$ cat src/ret_stack_pkg.sv
// shared constants for the return address stack block
// assumes a single instruction clock and a 12-bit program address space
package ret_stack_pkg;

	localparam int unsigned pc_width_full  = 12;
	localparam int unsigned pc_width_small = 11;
	localparam int unsigned stack_levels   = 8;
	localparam int unsigned short_levels   = 2;
	localparam int unsigned page_hi        = 11;
	localparam int unsigned page_lo        = 9;
	localparam int unsigned page_width     = 3;
	localparam int unsigned data_width     = 8;
	localparam int unsigned status_page_lo = 5;

	localparam logic [11:0] stack_reset_value = 12'h000;
	localparam logic [7:0]  data_reset_value  = 8'h00;

	// one-hot operation select from the sequencer
	typedef enum logic [5:0] {
		op_none    = 6'h01,
		op_call    = 6'h02,
		op_plain_return   = 6'h04,
		op_page_return    = 6'h08,
		op_literal_return = 6'h10,
		op_irq_return     = 6'h20
	} op_type;

endpackage

$ cat src/return_address_stack.sv
// return address stack and return-instruction datapath
// assumes the sequencer presents one decoded operation per enabled cycle
`timescale 1ns/100ps
// What this block does
// any subroutine return loads the whole pc from the top entry, page bits ignored
// plain return alters only pc and stack contents
// page-restoring return also copies popped address bits 11:9 into page select
// literal return also loads the working accumulator with the instruction literal
// interrupt return restores pc, w, status, file select from shadows; stack untouched
// interrupt return with adjust also adds w into the real-time counter
// stack is an eight entry lifo, 12 bits, or 11 on the small variant
// small variant depth is two by default, eight when extend bit set
// a call pushes the address of the instruction after the call
// on call all entries shift down, old bottom entry discarded
// on return entries shift up, bottom entry keeps its value
// stack is a shift chain with no pointer register
// entries are not data-mapped; only calls and returns reach them
// software must not overflow the stack nor return without a call
// at depth two only the top two entries shift, second acts as bottom
module return_address_stack
	import ret_stack_pkg::*;
#(
	parameter int unsigned pc_width     = pc_width_full,
	parameter int unsigned levels       = stack_levels,
	parameter bit          small_device = 1'b0
) (
	// clock and reset
	input  wire logic                clock,
	input  wire logic                rstn,
	input  wire logic                clock_en,
	// configuration
	input  wire logic                stack_depth_extend,
	// operation from the sequencer
	input  wire logic                op_valid,
	input  wire logic [5:0]          op_sel,
	input  wire logic                op_adjust,
	input  wire logic [7:0]          literal,
	// current core state
	input  wire logic [pc_width-1:0] pc_now,
	input  wire logic [7:0]          w_now,
	input  wire logic [7:0]          real_time_counter,
	// interrupt-time shadow copies
	input  wire logic [pc_width-1:0] shadow_pc,
	input  wire logic [7:0]          shadow_w,
	input  wire logic [7:0]          shadow_status,
	input  wire logic [7:0]          shadow_file_select_pointer,
	// program counter load
	output logic                     pc_load,
	output logic [pc_width-1:0]      pc_value,
	// working accumulator load
	output logic                     w_load,
	output logic [7:0]               w_value,
	// status load, full or page bits only
	output logic                     status_load,
	output logic                     page_select_load,
	output logic [7:0]               status_value,
	output logic [2:0]               page_select_bits,
	// file select pointer load
	output logic                     file_select_load,
	output logic [7:0]               file_select_pointer,
	// real-time counter load
	output logic                     rtc_load,
	output logic [7:0]               rtc_value,
	// visible top of stack for debug
	output logic [pc_width-1:0]      stack_top
);

	logic [pc_width-1:0] stack_q [levels];
	logic [pc_width-1:0] stack_d [levels];
	logic                take;
	logic                do_call;
	logic                do_pop;
	logic                do_page_return;
	logic                do_literal_return;
	logic                do_irq_return;
	logic                do_adjust;
	logic                short_mode;
	logic [pc_width-1:0] top_entry;
	logic [pc_width-1:0] return_address;

	// one-hot decode helpers shared by the stack chain and the load logic
	function automatic logic is_call(input logic [5:0] sel);
		is_call = (sel == op_call);
	endfunction

	function automatic logic is_sub_return(input logic [5:0] sel);
		is_sub_return = (sel == op_plain_return) || (sel == op_page_return) || (sel == op_literal_return);
	endfunction

	function automatic logic is_irq_return(input logic [5:0] sel);
		is_irq_return = (sel == op_irq_return);
	endfunction

	// page field of a return address; a narrow pc reads zero in the missing top bit
	function automatic logic [page_width-1:0] page_of(input logic [pc_width-1:0] addr);
		logic [pc_width_full-1:0] wide;
		wide    = pc_width_full'(addr);
		page_of = wide[page_hi:page_lo];
	endfunction

	// an op counts only in an enabled cycle; anything not one-hot is a no-op
	assign take              = clock_en && op_valid;
	assign do_call           = take && is_call(op_sel);
	assign do_pop            = take && is_sub_return(op_sel);
	assign do_page_return    = take && (op_sel == op_page_return);
	assign do_literal_return = take && (op_sel == op_literal_return);
	assign do_irq_return     = take && is_irq_return(op_sel);
	assign do_adjust         = do_irq_return && op_adjust;
	assign short_mode        = small_device && !stack_depth_extend;
	assign top_entry         = stack_q[0];
	// cut on purpose: the return address wraps at the top of program memory
	assign return_address    = pc_width'(pc_now + 1'b1);
	assign stack_top         = top_entry;

	// shifting chain with no pointer; the levels in use all move on one edge, deeper ones idle at depth two
	// entries are internal only; only the top entry is readable, on stack_top, and there is no write port into them
	generate
		for (genvar i = 0; i < levels; i++) begin : g_level
			// neighbours clamped so the end levels never index outside the chain
			localparam int above        = (i == 0) ? 0 : i - 1;
			localparam int below        = (i == levels - 1) ? i : i + 1;
			localparam bit beyond_short = (i >= short_levels);
			localparam bit short_bottom = (i == short_levels - 1);

			always_comb begin
				stack_d[i] = stack_q[i];
				if (short_mode && beyond_short) begin
					stack_d[i] = stack_q[i]; // deeper levels idle at depth two
				end else if (do_call) begin
					if (i == 0) begin
						stack_d[i] = return_address;
					end else begin
						stack_d[i] = stack_q[above]; // old bottom falls off
					end
				end else if (do_pop) begin
					if (i == levels - 1) begin
						stack_d[i] = stack_q[i]; // bottom keeps its value
					end else if (short_mode && short_bottom) begin
						stack_d[i] = stack_q[i]; // level 1 is the bottom at depth two
					end else begin
						stack_d[i] = stack_q[below];
					end
				end
			end

			always_ff @(posedge clock or negedge rstn) begin
				if (!rstn) begin
					stack_q[i] <= stack_reset_value[pc_width-1:0];
				end else if (clock_en) begin
					stack_q[i] <= stack_d[i];
				end
			end
		end
	endgenerate

	// program counter load
	// flags hold while clock_en is low, so a frozen core sees a steady request
	always_ff @(posedge clock or negedge rstn) begin
		if (!rstn) begin
			pc_load <= 1'b0;
		end else if (clock_en) begin
			pc_load <= do_pop || do_irq_return;
		end
	end

	always_ff @(posedge clock or negedge rstn) begin
		if (!rstn) begin
			pc_value <= stack_reset_value[pc_width-1:0];
		end else if (take) begin
			case (op_sel)
				op_plain_return, op_page_return, op_literal_return: begin
					pc_value <= top_entry; // full address, page bits not consulted
				end
				op_irq_return: begin
					pc_value <= shadow_pc;
				end
				default: begin
					pc_value <= pc_value;
				end
			endcase
		end
	end

	// working accumulator; a plain return raises none of the loads below
	always_ff @(posedge clock or negedge rstn) begin
		if (!rstn) begin
			w_load <= 1'b0;
		end else if (clock_en) begin
			w_load <= do_literal_return || do_irq_return;
		end
	end

	always_ff @(posedge clock or negedge rstn) begin
		if (!rstn) begin
			w_value <= data_reset_value;
		end else if (take) begin
			case (op_sel)
				op_literal_return: begin
					w_value <= literal;
				end
				op_irq_return: begin
					w_value <= shadow_w;
				end
				default: begin
					w_value <= w_value;
				end
			endcase
		end
	end

	// status register
	always_ff @(posedge clock or negedge rstn) begin
		if (!rstn) begin
			status_load <= 1'b0;
		end else if (clock_en) begin
			status_load <= do_irq_return;
		end
	end

	always_ff @(posedge clock or negedge rstn) begin
		if (!rstn) begin
			status_value <= data_reset_value;
		end else if (take) begin
			case (op_sel)
				op_irq_return: begin
					status_value <= shadow_status;
				end
				default: begin
					status_value <= status_value;
				end
			endcase
		end
	end

	// page select bits; an interrupt return refreshes them through the full status load
	always_ff @(posedge clock or negedge rstn) begin
		if (!rstn) begin
			page_select_load <= 1'b0;
		end else if (clock_en) begin
			page_select_load <= do_page_return;
		end
	end

	always_ff @(posedge clock or negedge rstn) begin
		if (!rstn) begin
			page_select_bits <= '0;
		end else if (take) begin
			case (op_sel)
				op_page_return: begin
					page_select_bits <= page_of(top_entry); // bits 11:9 of the popped address
				end
				op_irq_return: begin
					page_select_bits <= shadow_status[status_page_lo +: page_width];
				end
				default: begin
					page_select_bits <= page_select_bits;
				end
			endcase
		end
	end

	// file select pointer
	always_ff @(posedge clock or negedge rstn) begin
		if (!rstn) begin
			file_select_load <= 1'b0;
		end else if (clock_en) begin
			file_select_load <= do_irq_return;
		end
	end

	always_ff @(posedge clock or negedge rstn) begin
		if (!rstn) begin
			file_select_pointer <= data_reset_value;
		end else if (take) begin
			case (op_sel)
				op_irq_return: begin
					file_select_pointer <= shadow_file_select_pointer;
				end
				default: begin
					file_select_pointer <= file_select_pointer;
				end
			endcase
		end
	end

	// real-time counter; the adjust uses w as it stood before the restore
	always_ff @(posedge clock or negedge rstn) begin
		if (!rstn) begin
			rtc_load <= 1'b0;
		end else if (clock_en) begin
			rtc_load <= do_adjust;
		end
	end

	always_ff @(posedge clock or negedge rstn) begin
		if (!rstn) begin
			rtc_value <= data_reset_value;
		end else if (do_adjust) begin
			rtc_value <= 8'(real_time_counter + w_now); // sum wraps like the counter
		end
	end

endmodule // return_address_stack

$ cat config.mk
export PLATFORM = sky130hd
export DESIGN_NAME = return_address_stack
export DESIGN_NICKNAME = d
export VERILOG_FILES = /design/src/ret_stack_pkg.sv /design/src/return_address_stack.sv
export SDC_FILE = /design/constraint.sdc
export NUM_CORES = 1
export LEC_CHECK = 0
export BUFFER_PORTS_ARGS = -buffer_cell sky130_fd_sc_hd__buf_4
export CAP_MARGIN = 20
export CORE_UTILIZATION = 54
export CTS_CLUSTER_SIZE = 12
export DETAILED_ROUTE_END_ITERATION = 8
export MAX_ROUTING_LAYER = met4
export PLACE_DENSITY = 0.91
export SYNTH_ARGS = -nofsm -noshare
export SYNTH_HDL_FRONTEND = slang
export SYNTH_SLANG_ARGS = --single-unit
$ cat constraint.sdc
create_clock -name clock -period 0.94 [get_ports clock]
set_input_delay 0.282 -clock clock [delete_from_list [all_inputs] [get_ports clock]]
set_output_delay 0.282 -clock clock [all_outputs]
set_load 0.01 [all_outputs]
==> summary.md, run 1 <==
| Metric | Value |
|---|---|
| Synthesized area per cell | 9.45 um2 |
| Failing step | 5_1_grt |
| CTS Sinks | approximately 150 |
| Aggregate global-route resource usage | 75.9% |
| Register area share after synthesis | 55.2% |
| Syn Inst Count | 710 |
| First-pass GRT wire length | 68,200 um |
| Largest net degree at the start of global routing | 36 |
| Die width | 113 um |
| Status | aborted with a tool error |
| Tool error | [ERROR GRT-0116] Global routing finished with congestion. Check the congestion regions in the DRC Viewer. |
| Input/output buffers | roughly 150 |
| Rows | 40 |
| Number of global-route vias before repair | 9,884 |
| Post-synth EDFFs | 0 |
| CTS root buf | clkbuf_16 |
| DP Wirelength | roughly 14,000 um |
| Pre-CTS setup slack | -991 ps |
| Count of cell types in the netlist | 47 |
| Synth warn | 0 |
| H-tree Lvls | 4 |
| Net count after synthesis | 803 |
| Initial Util | 55.6% |
| Register bit count reported by yosys | about 150 |
| CTS max path bufs | 2 |
| Cts bufs inserted | 17 |
| Dpl cells | 1,046 |
| Mapped Area | 6710 um2 |
| RePlAce Congestion | 0.849 |
| I/O Pins | 149 |
| Async set-or-reset flop fraction in the synthesized netlist | 100% |
| Ys flop type | dfrtp_1 |
| Gr ovfl total | ~120 |
| Die Ht | roughly 110 um |
logic make-up after synthesis:
group / Yosys count / synth area share (%)
compound gates: 142 / 14.4
xor+xnor: 17 / 2.22
fa+ha+maj: 9 / 1.79
buf+inv: 61 / 5.15
flops: 148 / 55.2
mux: 13 / 1.96
simple gates: 320 / 19.3
cell usage after synthesis (2+ instances only):
library cell | instances | area share (%)
clkbuf_1 | 17 | 0.95
a21o_1 | 5 | 0.56
o22ai_1 | 41 | 3.8
xnor2_1 | 7 | 0.91
nor2_1 | 104 | 5.8
buf_6 | 5 | 0.84
mux2i_1 | 12 | 1.8
nand3_1 | 3 | 0.22
nor3_1 | 4 | 0.30
xor2_1 | 10 | 1.3
a22oi_1 | 50 | 5.6
dfrtp_1 | 148 | 55
or2_2 | 2 | 0.19
o31ai_1 | 2 | 0.22
inv_1 | 7 | 0.39
a211oi_1 | 2 | 0.22
o21ai_0 | 18 | 1.3
nand2b_1 | 3 | 0.28
buf_4 | 16 | 1.8
a221o_1 | 3 | 0.45
ha_1 | 8 | 1.5
nand4_1 | 2 | 0.19
and3_1 | 3 | 0.28
nand2_1 | 189 | 11
buf_2 | 15 | 1.1
a21oi_1 | 13 | 0.97
metal layers:
| layer | global-route usage [%] | GRT overflow |
|---|---|---|
| met5 | - | - |
| met4 | 83.3 | 61 |
| met3 | 51.9 | 0 |
| met2 | 94.1 | 58 |
| met1 | 72.9 | 0 |
per-stage QoR:
stage	hold slack [ps]	TNS, ps	utilization [%]	area (um2)
3_3_place_gp	153	-125660	70.9	8550
3_5_place_dp	150	-130350	70.9	8550
4_1_cts	50.8	-84370	94.1	11400
2_1_floorplan	-13.6	-114130	-	6820
timing repair:
action                                 4_1_cts
cloned                                      16
resized for setup                          312
endpoints found under the hold margin      148
buffers inserted                            76
setup endpoints to repair                  213
hold buffers                                 1
pin swaps                                   82
==> run 2, diff against run 1 <==
CORE_UTILIZATION = 40   (was 54)
CTS_CLUSTER_SIZE = default   (was 12)
MAX_ROUTING_LAYER = default   (was met4)
PLACE_DENSITY = default   (was 0.91)
PLACE_DENSITY_LB_ADDON = 0.15   (was default)
==> run 2 against run 1 <==
Compared with the run above: the flow now finishes, with violations (setup timing); synthesized cell count unchanged; area after synthesis stayed put.
==> summary.md, run 2 <==
| Metric | Value |
|---|---|
| Clk_lat worst skew | 430 ps |
| Critical Path RT | 1300 ps |
| CP Class | input pin to flip-flop |
| Largest cells by area after synthesis | dfrtp_1, nand2_1, nor2_1, a22oi_1, o22ai_1 |
| Drt via density | 5.37 |
| CTS max path bufs | 2 |
| Fmax | 634 MHz |
| RePlAce Congestion | approximately 0.82 |
| Setup ws final | -638 ps |
| RSZ-0062 raised after global routing | true |
| Global Route met1 Usage | 31.3% |
| Worst IR Drop VDD | 0.00129 V |
| Net count after synthesis | between 800 and 900 |
| Post-synth top cells | nand2_1, dfrtp_1, nor2_1, a22oi_1, o22ai_1 |
| Hold Path Depth | 3 |
| Status | finished, violations left |
| Met2 Usage GRT | 42.9% |
| Ys flop type | dfrtp_1 |
| DP Wirelength | roughly 13,000 um |
| Fraction of layout cells with a size suffix above 1 | 53.5% |
| I/O Pins | between 100 and 150 |
| Commonest non-fill, non-tap cell in the layout | buf_4 |
| CP top delay family | simple AND/OR/NAND/NOR gates |
| CP max FO | 7 |
| CTS Sinks | 148 |
| Failing checks | setup timing |
| H-tree Lvls | 4 |
| Most frequent cells in the layout | buf_4, dfrtp_1, nand2_1 |
| Gr ovfl total | 0 |
| Die width | 132 um |
| Register bit count reported by yosys | about 150 |
| Synth warn | 0 |
| First-pass detailed-route iteration total | 5 |
| Total number of vias | 6,536 |
| Register area share after synthesis | 55.2% |
| Most Crowded Layer GR | met2 |
| Top cell type's share of synthesized area | between 50% and 60% |
| Fin crit period | 1580 ps |
| R2R cell count | 2 |
| CP Capture Type | flip-flop |
| Rows | 46 |
| Kind of start point of the critical path | input pin |
| Multi-input logic area | 3510 um2 |
| Core area | around 16,000 um2 |
| Final Cycle Share | 168% |
| Detail Route Antenna Nets | 0 |
| First-pass GRT wire length | 34,300 um |
| Top reg by flops | stack_q |
| Max reg flops | 84 |
| Iteration-0 DRC Markers | 427 |
| Count of cell types in the netlist | 47 |
| Max-Cap Viols | 0 |
| Synth area leader | dfrtp_1 |
| Die Area | 17,300 um2 |
| Synthesized area per cell | ~9.5 um2 |
| Largest net degree at the start of global routing | 34 |
| Pwr Density | 1740 nW/um2 |
| Final Cell Area | about 11,000 um2 |
| Pre-CTS setup slack | -1010 ps |
| Placed Area | 8550 um2 |
| Register area | 3720 um2 |
| Number of global-route vias before repair | between 6,000 and 7,000 |
| Final setup violation count | roughly 210 |
| Leakage | ~5.6 nW |
| Crit path DAT | 1930 ps |
| Worst path bufs/invs | 2 |
| Slew @ Worst Pin | just over 400 ps |
| Hold Path Class | input pin to flip-flop |
| CP max-delay cell | or4_4 |
| Synth-to-layout area growth | 68.4% |
| Cts bufs inserted | 17 |
| DRC violations left | 0 |
| Max incr delay on CP | 600 ps |
| Met3 global-route usage | under 10% |
| Worst-path clk slew | 60 ps |
| Most frequent cell after synthesis | nand2_1 |
| Critical Path Stages | 6 |
| Async set-or-reset flop fraction in the synthesized netlist | 100% |
| Mapped Area | 6710 um2 |
| Fill cells | 1,114 |
| Max Slew Vio Count | 0 |
| TritonCTS clock tree | built |
| Final net count | 1,081 |
| Overall power | ~20 mW |
| Input/output buffers | 147 |
| Rel. slew slack | 73.1% |
| Initial Util | 41.6% |
| Inserted Diodes | 0 |
| Post-synth EDFFs | 0 |
| Die Ht | 132 um |
| Final Skew | 7.28 ps |
| Hold Vio Cnt, Final | 0 |
| Aggregate global-route resource usage | 25.4% |
| DR WL/cell | between 15 and 20 um |
| Cell chain of the critical path | buf_8, or3_4, or4_4, buf_4, nor2_2, a221o_1 |
| Initial antenna violation count | 0 |
| DRT Wirelength | about 23,000 um |
| CTS root buf | clkbuf_16 |
| Syn Inst Count | 710 |
| Setup_tns | -91,530 ps |
[run 2: cell counts after synthesis]
Identical to the previous run, type by type.
[run 2: timing repair]
action | in CTS | in global routing
pin swaps | 56 | 63
hold buffers | 1 | 0
buffers inserted | 55 | 23
hold endpoints to repair | 16 | 0
resized for setup | 192 | 140
setup endpoints to repair | 213 | 213
gates cloned | 14 | 5
[run 2: worst paths after layout]
check                      slack (ps)              from               end
max                              -640         op_sel[0]      stack_top[4]
min                                50  shadow_status[3]   status_value[3]
max reg2reg                      -130      stack_top[4]      stack_top[4]
min reg2reg                       480        stack_q[7]        stack_q[7]
max in group asynchronous         150              rstn  page_select_load
min in group asynchronous         300              rstn       stack_q[68]
[run 2: layout make-up]
class	instances	area share [%]
Inverter	7	0.233
Timing Repair Buffer	309	27.9
Sequential cell	148	32.9
Multi-Input combinational cell	505	31.0
Clock buffer	24	4.44
Tap cell	216	2.39
Clock inverter	8	1.07
[run 2: where the power goes]
part | internal, mW | leakage (nW) | switching, mW
clock | 4.52 | 0.306 | 2.65
combinational | 2.35 | 3.35 | 1.81
sequential | 7.37 | 1.94 | 0.968
total | 14.2 | 5.59 | 5.43
[run 2: tightest hold or removal path, delay by kind of cell]
kind / cells / cell delay [ps]
buffers and inverters: 1 / 80
and+or+nand+nor: 2 / 80
[run 2: kinds of logic (layout without fill, tap and decap cells)]
family	after synthesis	in the layout	synth area share [%]
AOI/OAI and AO/OA	142	142	14.4
DFF	148	148	55.2
and+or+nand+nor	320	324	19.3
adders and majority gates	9	9	1.79
muxes	13	13	1.96
xor gates and xnor gates	17	17	2.22
buffers and inverters	61	348	5.15
[run 2: layer usage]
metal,share of wire [%],up-vias
li1,-,2980
met1,40,3292
met2,52,221
met3,5.2,43
met4,2.6,0
met5,0,-
[run 2: through the flow]
| stage | hold slack (ps) | cells | utilization, % |
|---|---|---|---|
| 2_1_floorplan | -13.6 | 710 | - |
| 3_3_place_gp | 168 | 1093 | 53.1 |
| 3_5_place_dp | 169 | 1093 | 53.1 |
| 4_1_cts | 41.8 | 1195 | 65.9 |
| 5_1_grt | 49.3 | 1217 | 70.1 |
| 6_report | 54.4 | 1217 | 70.1 |
No activity file was read; power rests on OpenSTA's default activity.
==> run 3, diff against run 2 <==
SKIP_CTS_REPAIR_TIMING = 1   (was default)
clock period = 1.35 ns   (was 0.94 ns; I/O delays follow)
==> run 3 against run 2 <==
Compared with the run above: the run still ends with setup timing left; first-iteration DRC count shrank 7.0%; cell area shrank 5.0%; non-clock buffer count shrank 28; critical path depth grew 3; highest routed layer unchanged; cell count shrank 2.3%.
==> summary.md, run 3 (same netlist as run 2, synthesis figures left out) <==
| Metric | Value |
|---|---|
| Final Cycle Share | 124% |
| CTS max path bufs | 2 |
| Reg2reg start | stack_top[5] |
| RePlAce Congestion | 0.807 |
| TritonCTS clock tree | built |
| R2R cell count | 2 |
| Placed Area | 8560 um2 |
| Hold Path Class | input pin to flip-flop |
| Slew @ Worst Pin | approximately 430 ps |
| Synth-to-layout area growth | 60.0% |
| Initial Util | 41.6% |
| Setup_tns | -37,660 ps |
| Clk_lat worst skew | 420 ps |
| Failing checks | setup timing |
| Hold Vio Cnt, Final | 0 |
| Final Skew | 7.72 ps |
| Detail Route Antenna Nets | 0 |
| Most frequent cells in the layout | buf_4, nand2_1, dfrtp_1 |
| DR WL/cell | 17.9 um |
| Commonest non-fill, non-tap cell in the layout | buf_4 |
| Cts bufs inserted | 17 |
| Total number of vias | about 6,300 |
| Worst IR Drop VDD | 0.000847 V |
| Rows | 46 |
| Final setup violation count | 182 |
| Status | finished, violations left |
| Max Slew Vio Count | 0 |
| Fmax | 597 MHz |
| Critical path capture point | file_select_pointer[4] |
| CTS root buf | clkbuf_16 |
| Worst-path clk slew | 60 ps |
| First-pass detailed-route iteration total | 5 |
| DRC violations left | 0 |
| CP max FO | 5 |
| R2r setup slk | 320 ps |
| Leakage | 5.44 nW |
| Final net count | 1,053 |
| CP Class | input pin to flip-flop |
| Gr ovfl total | 0 |
| Iteration-0 DRC Markers | 397 |
| First-pass GRT wire length | 28,800 um |
| Final hold slack | 177 ps |
| H-tree Lvls | 4 |
| Max-Cap Viols | 0 |
| Number of global-route vias before repair | 5,792 |
| Largest net degree at the start of global routing | 56 |
| Die Ht | 132 um |
| DP Wirelength | 12,800 um |
| Inserted Diodes | 0 |
| Aggregate global-route resource usage | 21.0% |
| RSZ-0062 raised after global routing | true |
| Critical Path RT | approximately 1700 ps |
| Worst r2r dst | stack_top[5] |
| Die width | 132 um |
| Kind of start point of the critical path | input pin |
| Rel. slew slack | 71.5% |
| Pwr Density | roughly 1300 nW/um2 |
| Final Cell Area | approximately 11,000 um2 |
| Crit path DAT | 2030 ps |
| I/O Pins | 149 |
| Max reg flops | 84 |
| Overall power | 13.5 mW |
| CP Capture Type | flip-flop |
| Input/output buffers | roughly 150 |
| CTS Sinks | 148 |
| Drt via density | 5.30 |
| Initial antenna violation count | 0 |
| DRT Wirelength | 21,300 um |
| Fraction of layout cells with a size suffix above 1 | 43.3% |
| Fin crit period | 1680 ps |
| Crit path launch | op_sel[4] |
| Die Area | 17,300 um2 |
| Core area | 16,100 um2 |
| Setup ws final | -326 ps |
| Top reg by flops | stack_q |
-- run 3: worst min-delay path by stage --
stage,start,to,slack (ps),depth (start not counted)
floorplan,rstn,file_select_load,110,0
global placement,rstn,stack_q[58],240,1
detailed placement,rstn,stack_q[61],240,1
CTS,rstn,stack_q[70],-210,1
global route,shadow_file_select_pointer[6],file_select_pointer[6],170,3
finish,shadow_file_select_pointer[3],file_select_pointer[3],180,3
-- run 3: report_power, final --
group / leakage [nW] / total, mW / switching [mW] / internal, mW
combinational: 3.19 / 2.63 / 1.14 / 1.49
sequential: 1.94 / 5.80 / 0.668 / 5.13
clock: 0.304 / 5.05 / 1.90 / 3.15
total: 5.44 / 13.5 / 3.71 / 9.77
-- run 3: routing by layer --
metal  global-route usage [%]  routed length (um)  vias up
li1                         -                   -     2924
met1                     25.3                8840     3104
met2                     36.4               10800      239
met3                     5.36                1240       37
met4                     7.11                 475        0
met5                        0                   0        -
-- run 3: stage by stage --
step / setup WS [ps] / instances / utilization (%)
2_1_floorplan: -620 / 710 / -
3_3_place_gp: -709 / 1092 / 53.1
3_5_place_dp: -744 / 1092 / 53.1
4_1_cts: -303 / 1124 / 57.0
5_1_grt: -340 / 1189 / 66.6
6_report: -326 / 1189 / 66.6
-- run 3: final cells by class --
cell class / instances / area [um2]
fill: 1191 / 5380
sequential: 148 / 3710
multi-input combinational: 505 / 3220
timing repair buffer: 281 / 2880
clock buffer: 20 / 447
tap: 216 / 270
clock inverter: 12 / 178
inverter: 7 / 26.3
-- run 3: critical path, stage by stage --
cell and delay (ps):
buf_6 90, or4_4 580, buf_6 150, nor3_4 200, buf_6 180, buf_6 140
clkbuf_16 160, nand2_2 60, nand2_1 70
